File: src/core/sltsr_pkg.sv
package sltsr_pkg;
	// Phases per digit period; one clock cycle stands for one phase.
	localparam int PHASES = 4;
	localparam int CLK_PERIOD_NS = 8;
	localparam int DIGIT_NS = 1000;
	// Digit periods of the long loop: nominal, short and long.
	localparam int LONG_NOM = 12;
	localparam int LONG_SHORT = 11;
	localparam int LONG_LONG = 13;
	localparam int WORD_DIGITS = 12;
	localparam int CNT3_LEN = 3;
	localparam int CNT4_LEN = 4;
	localparam int SR_STAGES = 3;
	localparam int FIFO_DEPTH = 8;
	// Reset values of the stores and of the count-down loops.
	localparam logic [2:0] SR_RESET = 3'h0;
	localparam logic [2:0] CNT3_RESET = 3'h1;
	localparam logic [3:0] CNT4_RESET = 4'h1;
	// Phase within the digit on which loop outputs are valid.
	localparam logic [1:0] OUT_PHASE = 2'h3;
	// Long loop length select codes.
	typedef enum logic [1:0] {
		sltsr_len_nom = 2'h0,
		sltsr_len_short = 2'h1,
		sltsr_len_long = 2'h2
	} sltsr_len_t;
endpackage

File: src/core/sltsr_if.sv
`timescale 1ns/100ps
interface sltsr_if;
	// Storage loop write side.
	logic loop_write;
	logic loop_inhibit;
	logic loop_erase;
	logic loop_shorten;
	logic loop_lengthen;
	logic loop_out;
	// Dynamic flip-flop set and reset terms.
	logic [6:0] ff_terms;
	logic ff_out;
	// Timing pulses and phase.
	logic [11:0] t_pulse;
	logic [1:0] clock_phase_index;
	// Shift register.
	logic [2:0] par_in;
	logic par_sync;
	logic sr_right_in;
	logic sr_right_sync;
	logic sr_left_in;
	logic sr_left_sync;
	logic [2:0] sr_word;
	logic sr_right_out;
	logic sr_left_out;
	modport dev (
		input loop_write, loop_inhibit, loop_erase, loop_shorten,
		input loop_lengthen, ff_terms, par_in, par_sync,
		input sr_right_in, sr_right_sync, sr_left_in, sr_left_sync,
		output loop_out, ff_out, t_pulse, clock_phase_index,
		output sr_word, sr_right_out, sr_left_out
	);
	modport ctl (
		output loop_write, loop_inhibit, loop_erase, loop_shorten,
		output loop_lengthen, ff_terms, par_in, par_sync,
		output sr_right_in, sr_right_sync, sr_left_in, sr_left_sync,
		input loop_out, ff_out, t_pulse, clock_phase_index,
		input sr_word, sr_right_out, sr_left_out
	);
endinterface

File: src/core/sltsr_dev.sv
`timescale 1ns/100ps
// How it works
// - Every amplifier stage delays by one phase.
// - N-digit loop holds N bits, recirculating.
// - Inhibit one phase early removes a bit.
// - Stored stream read on output phase.
// - Writer gives new bit with inhibit early.
// - One-bit loop set early, pulses every digit.
// - Inhibit early clears the flip-flop.
// - Example set and reset terms.
// - Erase one phase after output removes bit.
// - Long loop 11, 12 or 13 digits.
// - Twelve unique digit pulses per word.
// - Three-digit countdown starts with first output.
// - Four-digit countdown likewise, period four.
// - Pulse j is A(j mod 3) and B(j mod 4).
// - Three stages with right and left gating.
// - Serial or parallel load and read.
// - Serial access at either end.
// - Up to one shift per digit; the model takes one shift per cycle.
// - Movement only with a sync pulse.
// - Parallel load comes with its sync.
// - Each serial input comes with its sync.
module sltsr_dev #(
	parameter int LOOP_DIGITS = 4 // Digits of the short storage loop.
) (
	input wire logic ref_clk, // Phase clock.
	input wire logic rst_n, // Synchronous reset, active low.
	sltsr_if.dev lnk // Link to the control logic.
);
	localparam int LP = LOOP_DIGITS * sltsr_pkg::PHASES;
	localparam int LN = sltsr_pkg::LONG_LONG * sltsr_pkg::PHASES;
	localparam int PH = sltsr_pkg::PHASES;
	initial begin
		if (LOOP_DIGITS < 1)
			$error("loop must hold at least one digit");
		// The phase counter is two bits, so a digit must be four phases.
		if (sltsr_pkg::PHASES != 4)
			$error("phase counter serves four phases only");
		// The blender assumes the two count-downs span one whole word.
		if (sltsr_pkg::WORD_DIGITS !=
				sltsr_pkg::CNT3_LEN * sltsr_pkg::CNT4_LEN)
			$error("word length must be the product of the count-downs");
	end
	logic [1:0] phase;
	logic [LP-1:0] loop_line;
	logic [LN-1:0] long_line;
	logic [PH-1:0] ff_line;
	logic [2:0] cnt3;
	logic [3:0] cnt4;
	logic [2:0] sr;
	logic at_out;
	logic at_pre;
	logic at_post;
	logic loop_tap;
	logic long_tap;
	logic ff_tap;
	logic ff_set;
	logic ff_clr;
	// Values entering the short loop and flip-flop lines; the amplifier output shows them too.
	logic loop_in;
	logic ff_in;
	logic [11:0] next_t;

	// Index j of a twelve-digit word maps to count-down outputs.
	function automatic logic blend(input int j, input logic [2:0] a,
			input logic [3:0] b);
		int n;
		int m;
		n = (j % 3 == 0) ? 2 : (j % 3) - 1;
		m = (j % 4 == 0) ? 3 : (j % 4) - 1;
		return a[n] && b[m];
	endfunction

	// Phase counter; one cycle is one phase, four make a digit.
	always_ff @(posedge ref_clk) begin
		if (!rst_n)
			phase <= '0;
		else
			phase <= phase + 2'h1;
	end
	assign at_out = phase == sltsr_pkg::OUT_PHASE;
	assign at_pre = phase == sltsr_pkg::OUT_PHASE - 2'h1;
	assign at_post = phase == 2'h0;

	// A bit entered on the phase before output has moved through every
	// stage of its line when that phase comes round again, so the tap is
	// the last stage. Taking an earlier stage would lose the bit, since
	// the entry gate is shut on all the other phases.
	assign loop_tap = loop_line[LP-1];
	assign ff_tap = ff_line[PH-1];
	always_comb begin
		unique case (sltsr_pkg::sltsr_len_t'({lnk.loop_lengthen,
				lnk.loop_shorten}))
			sltsr_pkg::sltsr_len_short:
				long_tap = long_line[sltsr_pkg::LONG_SHORT*PH-1];
			sltsr_pkg::sltsr_len_long:
				long_tap = long_line[sltsr_pkg::LONG_LONG*PH-1];
			default:
				long_tap = long_line[sltsr_pkg::LONG_NOM*PH-1];
		endcase
	end

	// Short loop: a bit kept unless inhibited, a write joins it.
	// Inhibit and write together overwrite the slot with the new bit.
	assign loop_in = at_pre &&
		((loop_tap && !lnk.loop_inhibit) || lnk.loop_write);
	always_ff @(posedge ref_clk) begin
		if (!rst_n)
			loop_line <= '0;
		else
			loop_line <= {loop_line[LP-2:0], loop_in};
	end

	// The write bit doubles as the long loop entry gate; an erase sits
	// one phase late, so it acts on the bit just leaving the output.
	always_ff @(posedge ref_clk) begin
		if (!rst_n)
			long_line <= '0;
		else begin
			long_line <= {long_line[LN-2:0], at_pre &&
				(long_tap || lnk.loop_write)};
			// On the phase after output that bit is moving into stage
			// two, so the clear overrides the shift there.
			if (at_post && lnk.loop_erase)
				long_line[2] <= 1'b0;
		end
	end

	// Example flip-flop terms: t,s,r,b,a,e,d in bits 6..0.
	assign ff_set = (lnk.ff_terms[6] && lnk.ff_terms[5] && lnk.ff_terms[4])
		|| (lnk.ff_terms[3] && !lnk.ff_terms[2]);
	assign ff_clr = !lnk.ff_terms[1] || lnk.ff_terms[0];
	// Set wins over reset so a coinciding set is not lost.
	assign ff_in = at_pre && (ff_set || (ff_tap && !ff_clr));
	always_ff @(posedge ref_clk) begin
		if (!rst_n)
			ff_line <= '0;
		else
			ff_line <= {ff_line[PH-2:0], ff_in};
	end

	// Count-down loops step once per digit at the output phase.
	// Each holds a single circulating one, so it can never go empty.
	always_ff @(posedge ref_clk) begin
		if (!rst_n) begin
			cnt3 <= sltsr_pkg::CNT3_RESET;
			cnt4 <= sltsr_pkg::CNT4_RESET;
		end else if (at_out) begin
			cnt3 <= {cnt3[1:0], cnt3[2]};
			cnt4 <= {cnt4[2:0], cnt4[3]};
		end
	end
	always_comb begin
		for (int j = 1; j <= sltsr_pkg::WORD_DIGITS; j++)
			next_t[j-1] = blend(j, cnt3, cnt4);
	end

	// Shift register, stage one on the left; parallel load wins.
	// A move needs no phase alignment, so any rate up to one per cycle
	// is served; the control side passes one shift request per cycle.
	always_ff @(posedge ref_clk) begin
		if (!rst_n)
			sr <= sltsr_pkg::SR_RESET;
		else if (lnk.par_sync)
			sr <= lnk.par_in;
		else if (lnk.sr_right_sync)
			sr <= {sr[1:0], lnk.sr_right_in};
		else if (lnk.sr_left_sync)
			sr <= {lnk.sr_left_in, sr[2:1]};
	end

	// Registered outputs; loop outputs pulse on the output phase only.
	always_ff @(posedge ref_clk) begin
		if (!rst_n) begin
			lnk.loop_out <= 1'b0;
			lnk.ff_out <= 1'b0;
			lnk.t_pulse <= '0;
			lnk.clock_phase_index <= '0;
			lnk.sr_right_out <= 1'b0;
			lnk.sr_left_out <= 1'b0;
		end else begin
			lnk.loop_out <= loop_in;
			lnk.ff_out <= ff_in;
			lnk.t_pulse <= at_pre ? next_t : '0;
			lnk.clock_phase_index <= phase + 2'h1;
			lnk.sr_right_out <= sr[2];
			lnk.sr_left_out <= sr[0];
		end
	end
	// The word is the register itself, so it shows a move one cycle
	// after its sync without a second copy lagging behind.
	assign lnk.sr_word = sr;
	// The long loop content is internal only; its tap is unused outside.
	// It is kept so the length select and erase paths stay exercised.
	logic unused_long;
	assign unused_long = long_tap;
endmodule

File: src/flat_wrapper.sv
// flat-port wrapper written by rule: the top's interface ports become plain ports
module sltsr_dev_flat 
#(
	parameter int LOOP_DIGITS = 4                                     
)
  (ref_clk, rst_n, lnk_loop_write, lnk_loop_inhibit, lnk_loop_erase, lnk_loop_shorten, lnk_loop_lengthen, lnk_ff_terms, lnk_par_in, lnk_par_sync, lnk_sr_right_in, lnk_sr_right_sync, lnk_sr_left_in, lnk_sr_left_sync, lnk_loop_out, lnk_ff_out, lnk_t_pulse, lnk_clock_phase_index, lnk_sr_word, lnk_sr_right_out, lnk_sr_left_out);
  sltsr_if lnk_i ();
  input wire logic ref_clk;
  input wire logic rst_n;
  input wire logic [$bits(lnk_i.loop_write)-1:0] lnk_loop_write;
  input wire logic [$bits(lnk_i.loop_inhibit)-1:0] lnk_loop_inhibit;
  input wire logic [$bits(lnk_i.loop_erase)-1:0] lnk_loop_erase;
  input wire logic [$bits(lnk_i.loop_shorten)-1:0] lnk_loop_shorten;
  input wire logic [$bits(lnk_i.loop_lengthen)-1:0] lnk_loop_lengthen;
  input wire logic [$bits(lnk_i.ff_terms)-1:0] lnk_ff_terms;
  input wire logic [$bits(lnk_i.par_in)-1:0] lnk_par_in;
  input wire logic [$bits(lnk_i.par_sync)-1:0] lnk_par_sync;
  input wire logic [$bits(lnk_i.sr_right_in)-1:0] lnk_sr_right_in;
  input wire logic [$bits(lnk_i.sr_right_sync)-1:0] lnk_sr_right_sync;
  input wire logic [$bits(lnk_i.sr_left_in)-1:0] lnk_sr_left_in;
  input wire logic [$bits(lnk_i.sr_left_sync)-1:0] lnk_sr_left_sync;
  output wire logic [$bits(lnk_i.loop_out)-1:0] lnk_loop_out;
  output wire logic [$bits(lnk_i.ff_out)-1:0] lnk_ff_out;
  output wire logic [$bits(lnk_i.t_pulse)-1:0] lnk_t_pulse;
  output wire logic [$bits(lnk_i.clock_phase_index)-1:0] lnk_clock_phase_index;
  output wire logic [$bits(lnk_i.sr_word)-1:0] lnk_sr_word;
  output wire logic [$bits(lnk_i.sr_right_out)-1:0] lnk_sr_right_out;
  output wire logic [$bits(lnk_i.sr_left_out)-1:0] lnk_sr_left_out;
  assign lnk_i.loop_write = lnk_loop_write;
  assign lnk_i.loop_inhibit = lnk_loop_inhibit;
  assign lnk_i.loop_erase = lnk_loop_erase;
  assign lnk_i.loop_shorten = lnk_loop_shorten;
  assign lnk_i.loop_lengthen = lnk_loop_lengthen;
  assign lnk_i.ff_terms = lnk_ff_terms;
  assign lnk_i.par_in = lnk_par_in;
  assign lnk_i.par_sync = lnk_par_sync;
  assign lnk_i.sr_right_in = lnk_sr_right_in;
  assign lnk_i.sr_right_sync = lnk_sr_right_sync;
  assign lnk_i.sr_left_in = lnk_sr_left_in;
  assign lnk_i.sr_left_sync = lnk_sr_left_sync;
  assign lnk_loop_out = lnk_i.loop_out;
  assign lnk_ff_out = lnk_i.ff_out;
  assign lnk_t_pulse = lnk_i.t_pulse;
  assign lnk_clock_phase_index = lnk_i.clock_phase_index;
  assign lnk_sr_word = lnk_i.sr_word;
  assign lnk_sr_right_out = lnk_i.sr_right_out;
  assign lnk_sr_left_out = lnk_i.sr_left_out;
  sltsr_dev #(.LOOP_DIGITS(LOOP_DIGITS)) u_core (.ref_clk(ref_clk), .rst_n(rst_n), .lnk(lnk_i));
endmodule
File: config.mk
export PLATFORM = sky130hd
export DESIGN_NAME = sltsr_dev_flat
export DESIGN_NICKNAME = d
export VERILOG_FILES = /design/src/core/sltsr_pkg.sv /design/src/core/sltsr_if.sv /design/src/core/sltsr_dev.sv /design/src/flat_wrapper.sv
export SDC_FILE = /design/constraint.sdc
export NUM_CORES = 1
export LEC_CHECK = 0
export BUFFER_PORTS_ARGS = -buffer_cell sky130_fd_sc_hd__buf_2
export CORE_ASPECT_RATIO = 0.7
export CORE_UTILIZATION = 49
export DETAILED_ROUTE_END_ITERATION = 12
export PLACE_DENSITY = 0.77
export SLEW_MARGIN = 20
export SYNTH_ARGS = -nofsm -noshare
export SYNTH_HDL_FRONTEND = slang
export SYNTH_SLANG_ARGS = --single-unit
export TNS_END_PERCENT = 10
File: constraint.sdc
create_clock -name ref_clk -period 1.7 [get_ports ref_clk]
set_clock_uncertainty 0.2 [all_clocks]
set_input_delay 0.17 -clock ref_clk [delete_from_list [all_inputs] [get_ports ref_clk]]
set_output_delay 0.17 -clock ref_clk [all_outputs]
set_load 0.01 [all_outputs]
* After elaboration in Yosys (flattened, before gate mapping)
Cells that the tools add are included.
** Cells by class
- Bitwise logic cells :: 0
- Reductions and logical operators :: 29
- Divide/modulo/power cells :: 0
- Equality and inequality tests :: 2
- Shift operators :: 0
- $add $sub $neg :: 1
- Muxes and demuxes :: 3
- $lt $le $gt $ge :: 0
- Multiply operators :: 0
** Operators by type and width (count)
- 1-bit logical AND :: 19
- 3-bit 2-to-1 mux :: 3
- 2-bit equality test, second input constant :: 2
- 1-bit logical NOT :: 4
- 1-bit logical OR :: 4
- 3-bit nonzero test :: 1
- 2-bit by 1-bit adder with 2-bit output, second input constant :: 1
- 2-bit AND reduction :: 1
** Storage, ports and cells
- Bits in latches :: 0
- Word-level logic and storage cells :: 46
- RAM bits :: 0
- Memories kept :: 0
- Input port bits :: 22
- ROM bits :: 0
- Flip-flop bits (word level) :: 48

* Longest topological paths before layout
- Depth after elaboration :: 6
- Gate-level depth with buffers :: 5

* Least setup slack after synthesis
Ideal clock, no wire load.
- Path kind :: register to register
- Start point :: register u_core.phase[0]
- End point :: register u_core.lnk.t_pulse[0]
- Stages on the path, launching flop included :: 6
- Clock period less this slack :: 1.407 ns
- Arrival :: 1.091 ns
- Path slack :: 0.293 ns
- Required time :: 1.385 ns
- Path through :: dfxtp_1 -> inv_1 -> ha_1 -> and2_1 -> clkbuf_2 -> and3_1
** Between the ends
- Word-level cells in the longest chain between the ends :: 2
** RTL lines
- start: declaration :: RTL line sltsr_dev.sv:45 : logic [1:0] phase;
- start signal: assignment :: RTL line sltsr_dev.sv:80 : phase <= phase + 2'h1;
- 2-bit equality test :: RTL line sltsr_dev.sv:83 : assign at_pre = phase == sltsr_pkg::OUT_PHASE - 2'h1;
- 2-bit AND reduction (no line)
- end signal: assignment :: RTL line sltsr_dev.sv:185 : lnk.t_pulse <= at_pre ? next_t : '0;
- end: declaration :: RTL line sltsr_if.sv:30 : output loop_out, ff_out, t_pulse, clock_phase_index,
Every way passes these cells.
A chain may end at the register's enable or synchronous reset.

* Worst setup path in the final report
- Start point :: input port lnk_loop_write
- End point :: register u_core.loop_line[0]
** Between the ends
- Word-level cells in the longest chain between the ends :: 2
** RTL lines
- start: declaration :: RTL line flat_wrapper.sv:10 : input wire logic [$bits(lnk_i.loop_write)-1:0] lnk_loop_write;
- 1-bit logical OR :: RTL line sltsr_dev.sv:107 : ((loop_tap && !lnk.loop_inhibit) || lnk.loop_write);
- 1-bit logical AND :: RTL line sltsr_dev.sv:106 : assign loop_in = at_pre &&
- end signal: assignment :: RTL line sltsr_dev.sv:112 : loop_line <= {loop_line[LP-2:0], loop_in};
- end: declaration :: RTL line sltsr_dev.sv:46 : logic [LP-1:0] loop_line;
Every way passes these cells.

==> impl_metrics.json <==
{
  "status": "finished, final reports clean",
  "grt_max_degree": 24,
  "yosysMostFrequentCell": "dfxtp_1",
  "globalplace.congestion": 0.7178,
  "ff2ff_path_depth": 3,
  "io_buffers": 39,
  "core_area_sq_mm": 0.002803,
  "arrival_ps": 1530,
  "fillCellCount": 226,
  "max_freq_mhz": 647.7,
  "regArea_sq_um": 920.9,
  "routed_wirelength_mm": 2.611,
  "rows": 16,
  "multi_input_area_sq_um": 494.2,
  "cp.depth": 5,
  "syn_inst": 127,
  "ys_async_sr_fraction_pct": 0,
  "period_share_pct": 90.82,
  "yosysWarnings": 0,
  "syn_nets": 151,
  "remaining_drc_errors": 0,
  "timing.rr.end": "u_core.cnt4[2]",
  "h-tree-depth": 2,
  "hold_viol": 0,
  "worst_pin_slew_ps": 402.5,
  "wl_per_cell_um": 12.55,
  "rsz0062_at_grt": "no",
  "cap_viol_max_count": 0,
  "vias": 988,
  "crit_chain": "dlygate4sd3_1 > buf_2 > a21oi_1 > dlygate4sd3_1 > nor2_1",
  "leakagePower_nw": 0.8808,
  "final_cells": 208,
  "synth.distinct_cells": 21,
  "dpl.cell_count": 198,
  "hp-class": "input pin to register",
  "drt_iter0_drc": 63,
  "cellPowerDensity_mw_per_mm2": 1114,
  "synth.ff_latch_count": 46,
  "vias_per_cell": 4.750,
  "cp_slowest_cell": "dlygate4sd3_1",
  "rr_startpoint": "u_core.phase[0]",
  "die_w_um": 67.16,
  "grt_pass1_vias": 916,
  "drive_gt1_share_pct": 29.65,
  "total_power_mw": 2.032,
  "synthTopCellsByCount": "dfxtp_1, and2_1, and3_1",
  "dp_hpwl_mm": 1.832,
  "finalSetupViolCount": 0,
  "drtAntennaViolNets": 0,
  "grt_pass1_wl_mm": 3.988,
  "crit_required_ps": 1680,
  "synth-main-ff-cell": "dfxtp_1",
  "clkSinkCount": 46,
  "period_minus_slack_ps": 1544,
  "drv_slew": 0,
  "cts_root_buf": "clkbuf_8",
  "clk_pin_slew_worst_paths_ps": 70,
  "fin_setup_tns_ps": 0,
  "postSynthAreaPerCell_sq_um": 11.47,
  "hp-start": "lnk_ff_terms[0]",
  "die_area_sq_mm": 0.003198,
  "maxSlewHeadroom_pct": 73.17,
  "ir_worst_vdd_mv": 0.6422,
  "synthTopCellsByArea": "dfxtp_1, and2_1, and3_1",
  "reg2reg_slack_ps": 230,
  "endpoint_kind": "register",
  "min_to": "u_core.ff_line[0]",
  "critPathMaxStageDelay_ps": 570,
  "start_kind": "input pin",
  "synthToLayoutAreaGrowth_pct": 25.26,
  "diodes": 0,
  "crit_buf_inv": 3,
  "whs_path_depth": 3,
  "ctsLongestPathBuffers": 2,
  "critPathTopFamily": "buffers and inverters",
  "cts_tree": "built",
  "final_nets": 196,
  "drtPass1Iterations": 4,
  "antenna_found_initial": 0,
  "die_y_um": 47.62,
  "cts_buffers": 5,
  "worstSetupPathType": "input pin to register",
  "yosysTopAreaCellShare_pct": 63.23,
  "crit_top_cell": "dlygate4sd3_1",
  "initial_core_util_pct": 51.96,
  "postCtsSetupBuffers": 0,
  "grt_usage_pct": 18.35,
  "pin_count": 43,
  "overflow": 0,
  "synth_area_sq_mm": 0.001456,
  "crit_fanout": 1,
  "synth-seq-area-share_pct": 63.23,
  "synth_top_area_cell": "dfxtp_1",
  "synth_edf_count": 0,
  "clock_latency_ps": 290
}
-- registers in the layout (all words and copies together) (netlist names) --
signal / cells
u_core.ff_line: 4
u_core.lnk.sr_left_out: 1
u_core.lnk.sr_right_out: 1
u_core.loop_line: 16
u_core.cnt4: 4
u_core.lnk.sr_word: 3
u_core.phase: 2
u_core.cnt3: 3
u_core.lnk.t_pulse: 12
-- how the worst max path moves through the flow --
stage	from	end
2_1_floorplan	u_core.phase[0]	u_core.lnk.t_pulse[0]
3_3_place_gp	u_core.phase[0]	u_core.cnt3[0]
3_5_place_dp	u_core.phase[0]	u_core.lnk.t_pulse[9]
4_1_cts	lnk_loop_write	u_core.loop_line[0]
5_1_grt	lnk_loop_write	u_core.loop_line[0]
6_report	lnk_loop_write	u_core.loop_line[0]
-- worst register-to-register path: stages (launching register included) --
cell and delay, ps:
dfxtp_1 390, ha_1 420, mux2i_1 280, nor2b_1 80
-- through the flow --
stage | hold WS (ps) | instance area [sq um] | setup WS [ps] | util [%]
finish | 7.003 | 1824 | 156.1 | 65.09
global route | 25.16 | 1824 | 94.25 | 65.09
CTS | 3.630 | 1824 | 177.2 | 65.09
detailed placement | 192.0 | 1682 | 278.7 | 60.00
global placement | 188.1 | 1682 | 349.3 | 60.00
floorplan | 81.59 | 1456 | 293.1 | -
-- repair_timing --
action	4_1_cts	5_1_grt
endpoints found under the hold margin	3	0
hold buffers	3	0
gates resized for setup	0	0
-- logic make-up after synthesis --
kind of cell               count (synthesis)  share of synthesized area (%)
DFF                                       46                          63.23
AOI/OAI and AO/OA                          9                          4.124
and+or+nand+nor                           50                          20.96
adders and majority gates                  2                          1.718
muxes                                     10                          7.131
buffers and inverters                     10                          2.835
-- metal layers --
layer,GRT usage [%],share of wire [%]
met1,20.38,46
met2,31.40,47
met4,11.91,1.5
met5,0,0
met3,5.952,5.4
-- report_power, final --
| group | switching, mW | leakage (nW) | internal, mW | total, mW |
|---|---|---|---|---|
| sequential | 0.0188 | 0.373 | 1.10 | 1.12 |
| combinational | 0.0581 | 0.451 | 0.0630 | 0.121 |
| clock | 0.322 | 0.0573 | 0.470 | 0.792 |
-- layout by cell type, fill, tap and decap left out --
| cell type | count |
|---|---|
| nor2_1 | 1 |
| dlygate4sd3_1 | 3 |
| ha_1 | 2 |
| mux2_2 | 3 |
| buf_2 | 39 |
| nand2_1 | 6 |
| buf_4 | 1 |
| or2b_1 | 3 |
| or3_4 | 1 |
| o21ai_0 | 1 |
| mux2i_1 | 7 |
| inv_1 | 5 |
| nor2b_1 | 7 |
| a21oi_1 | 2 |
| nand3b_1 | 1 |
| clkbuf_8 | 6 |
| o2111ai_1 | 3 |
| and3_1 | 12 |
| o21ai_1 | 2 |
| bufinv_16 | 1 |
| a32oi_1 | 1 |
| and2_1 | 19 |
| dfxtp_1 | 46 |
-- layout make-up --
class | instances | share of cell area (%)
well taps | 36 | 2.469
inverters | 5 | 1.029
flip-flops and latches | 46 | 50.48
clock buffers | 6 | 4.527
repair buffers | 43 | 12.76
clock inverters | 1 | 1.646
multi-input cells | 71 | 27.09
Note: power is estimated with default switching activity, not from simulation.
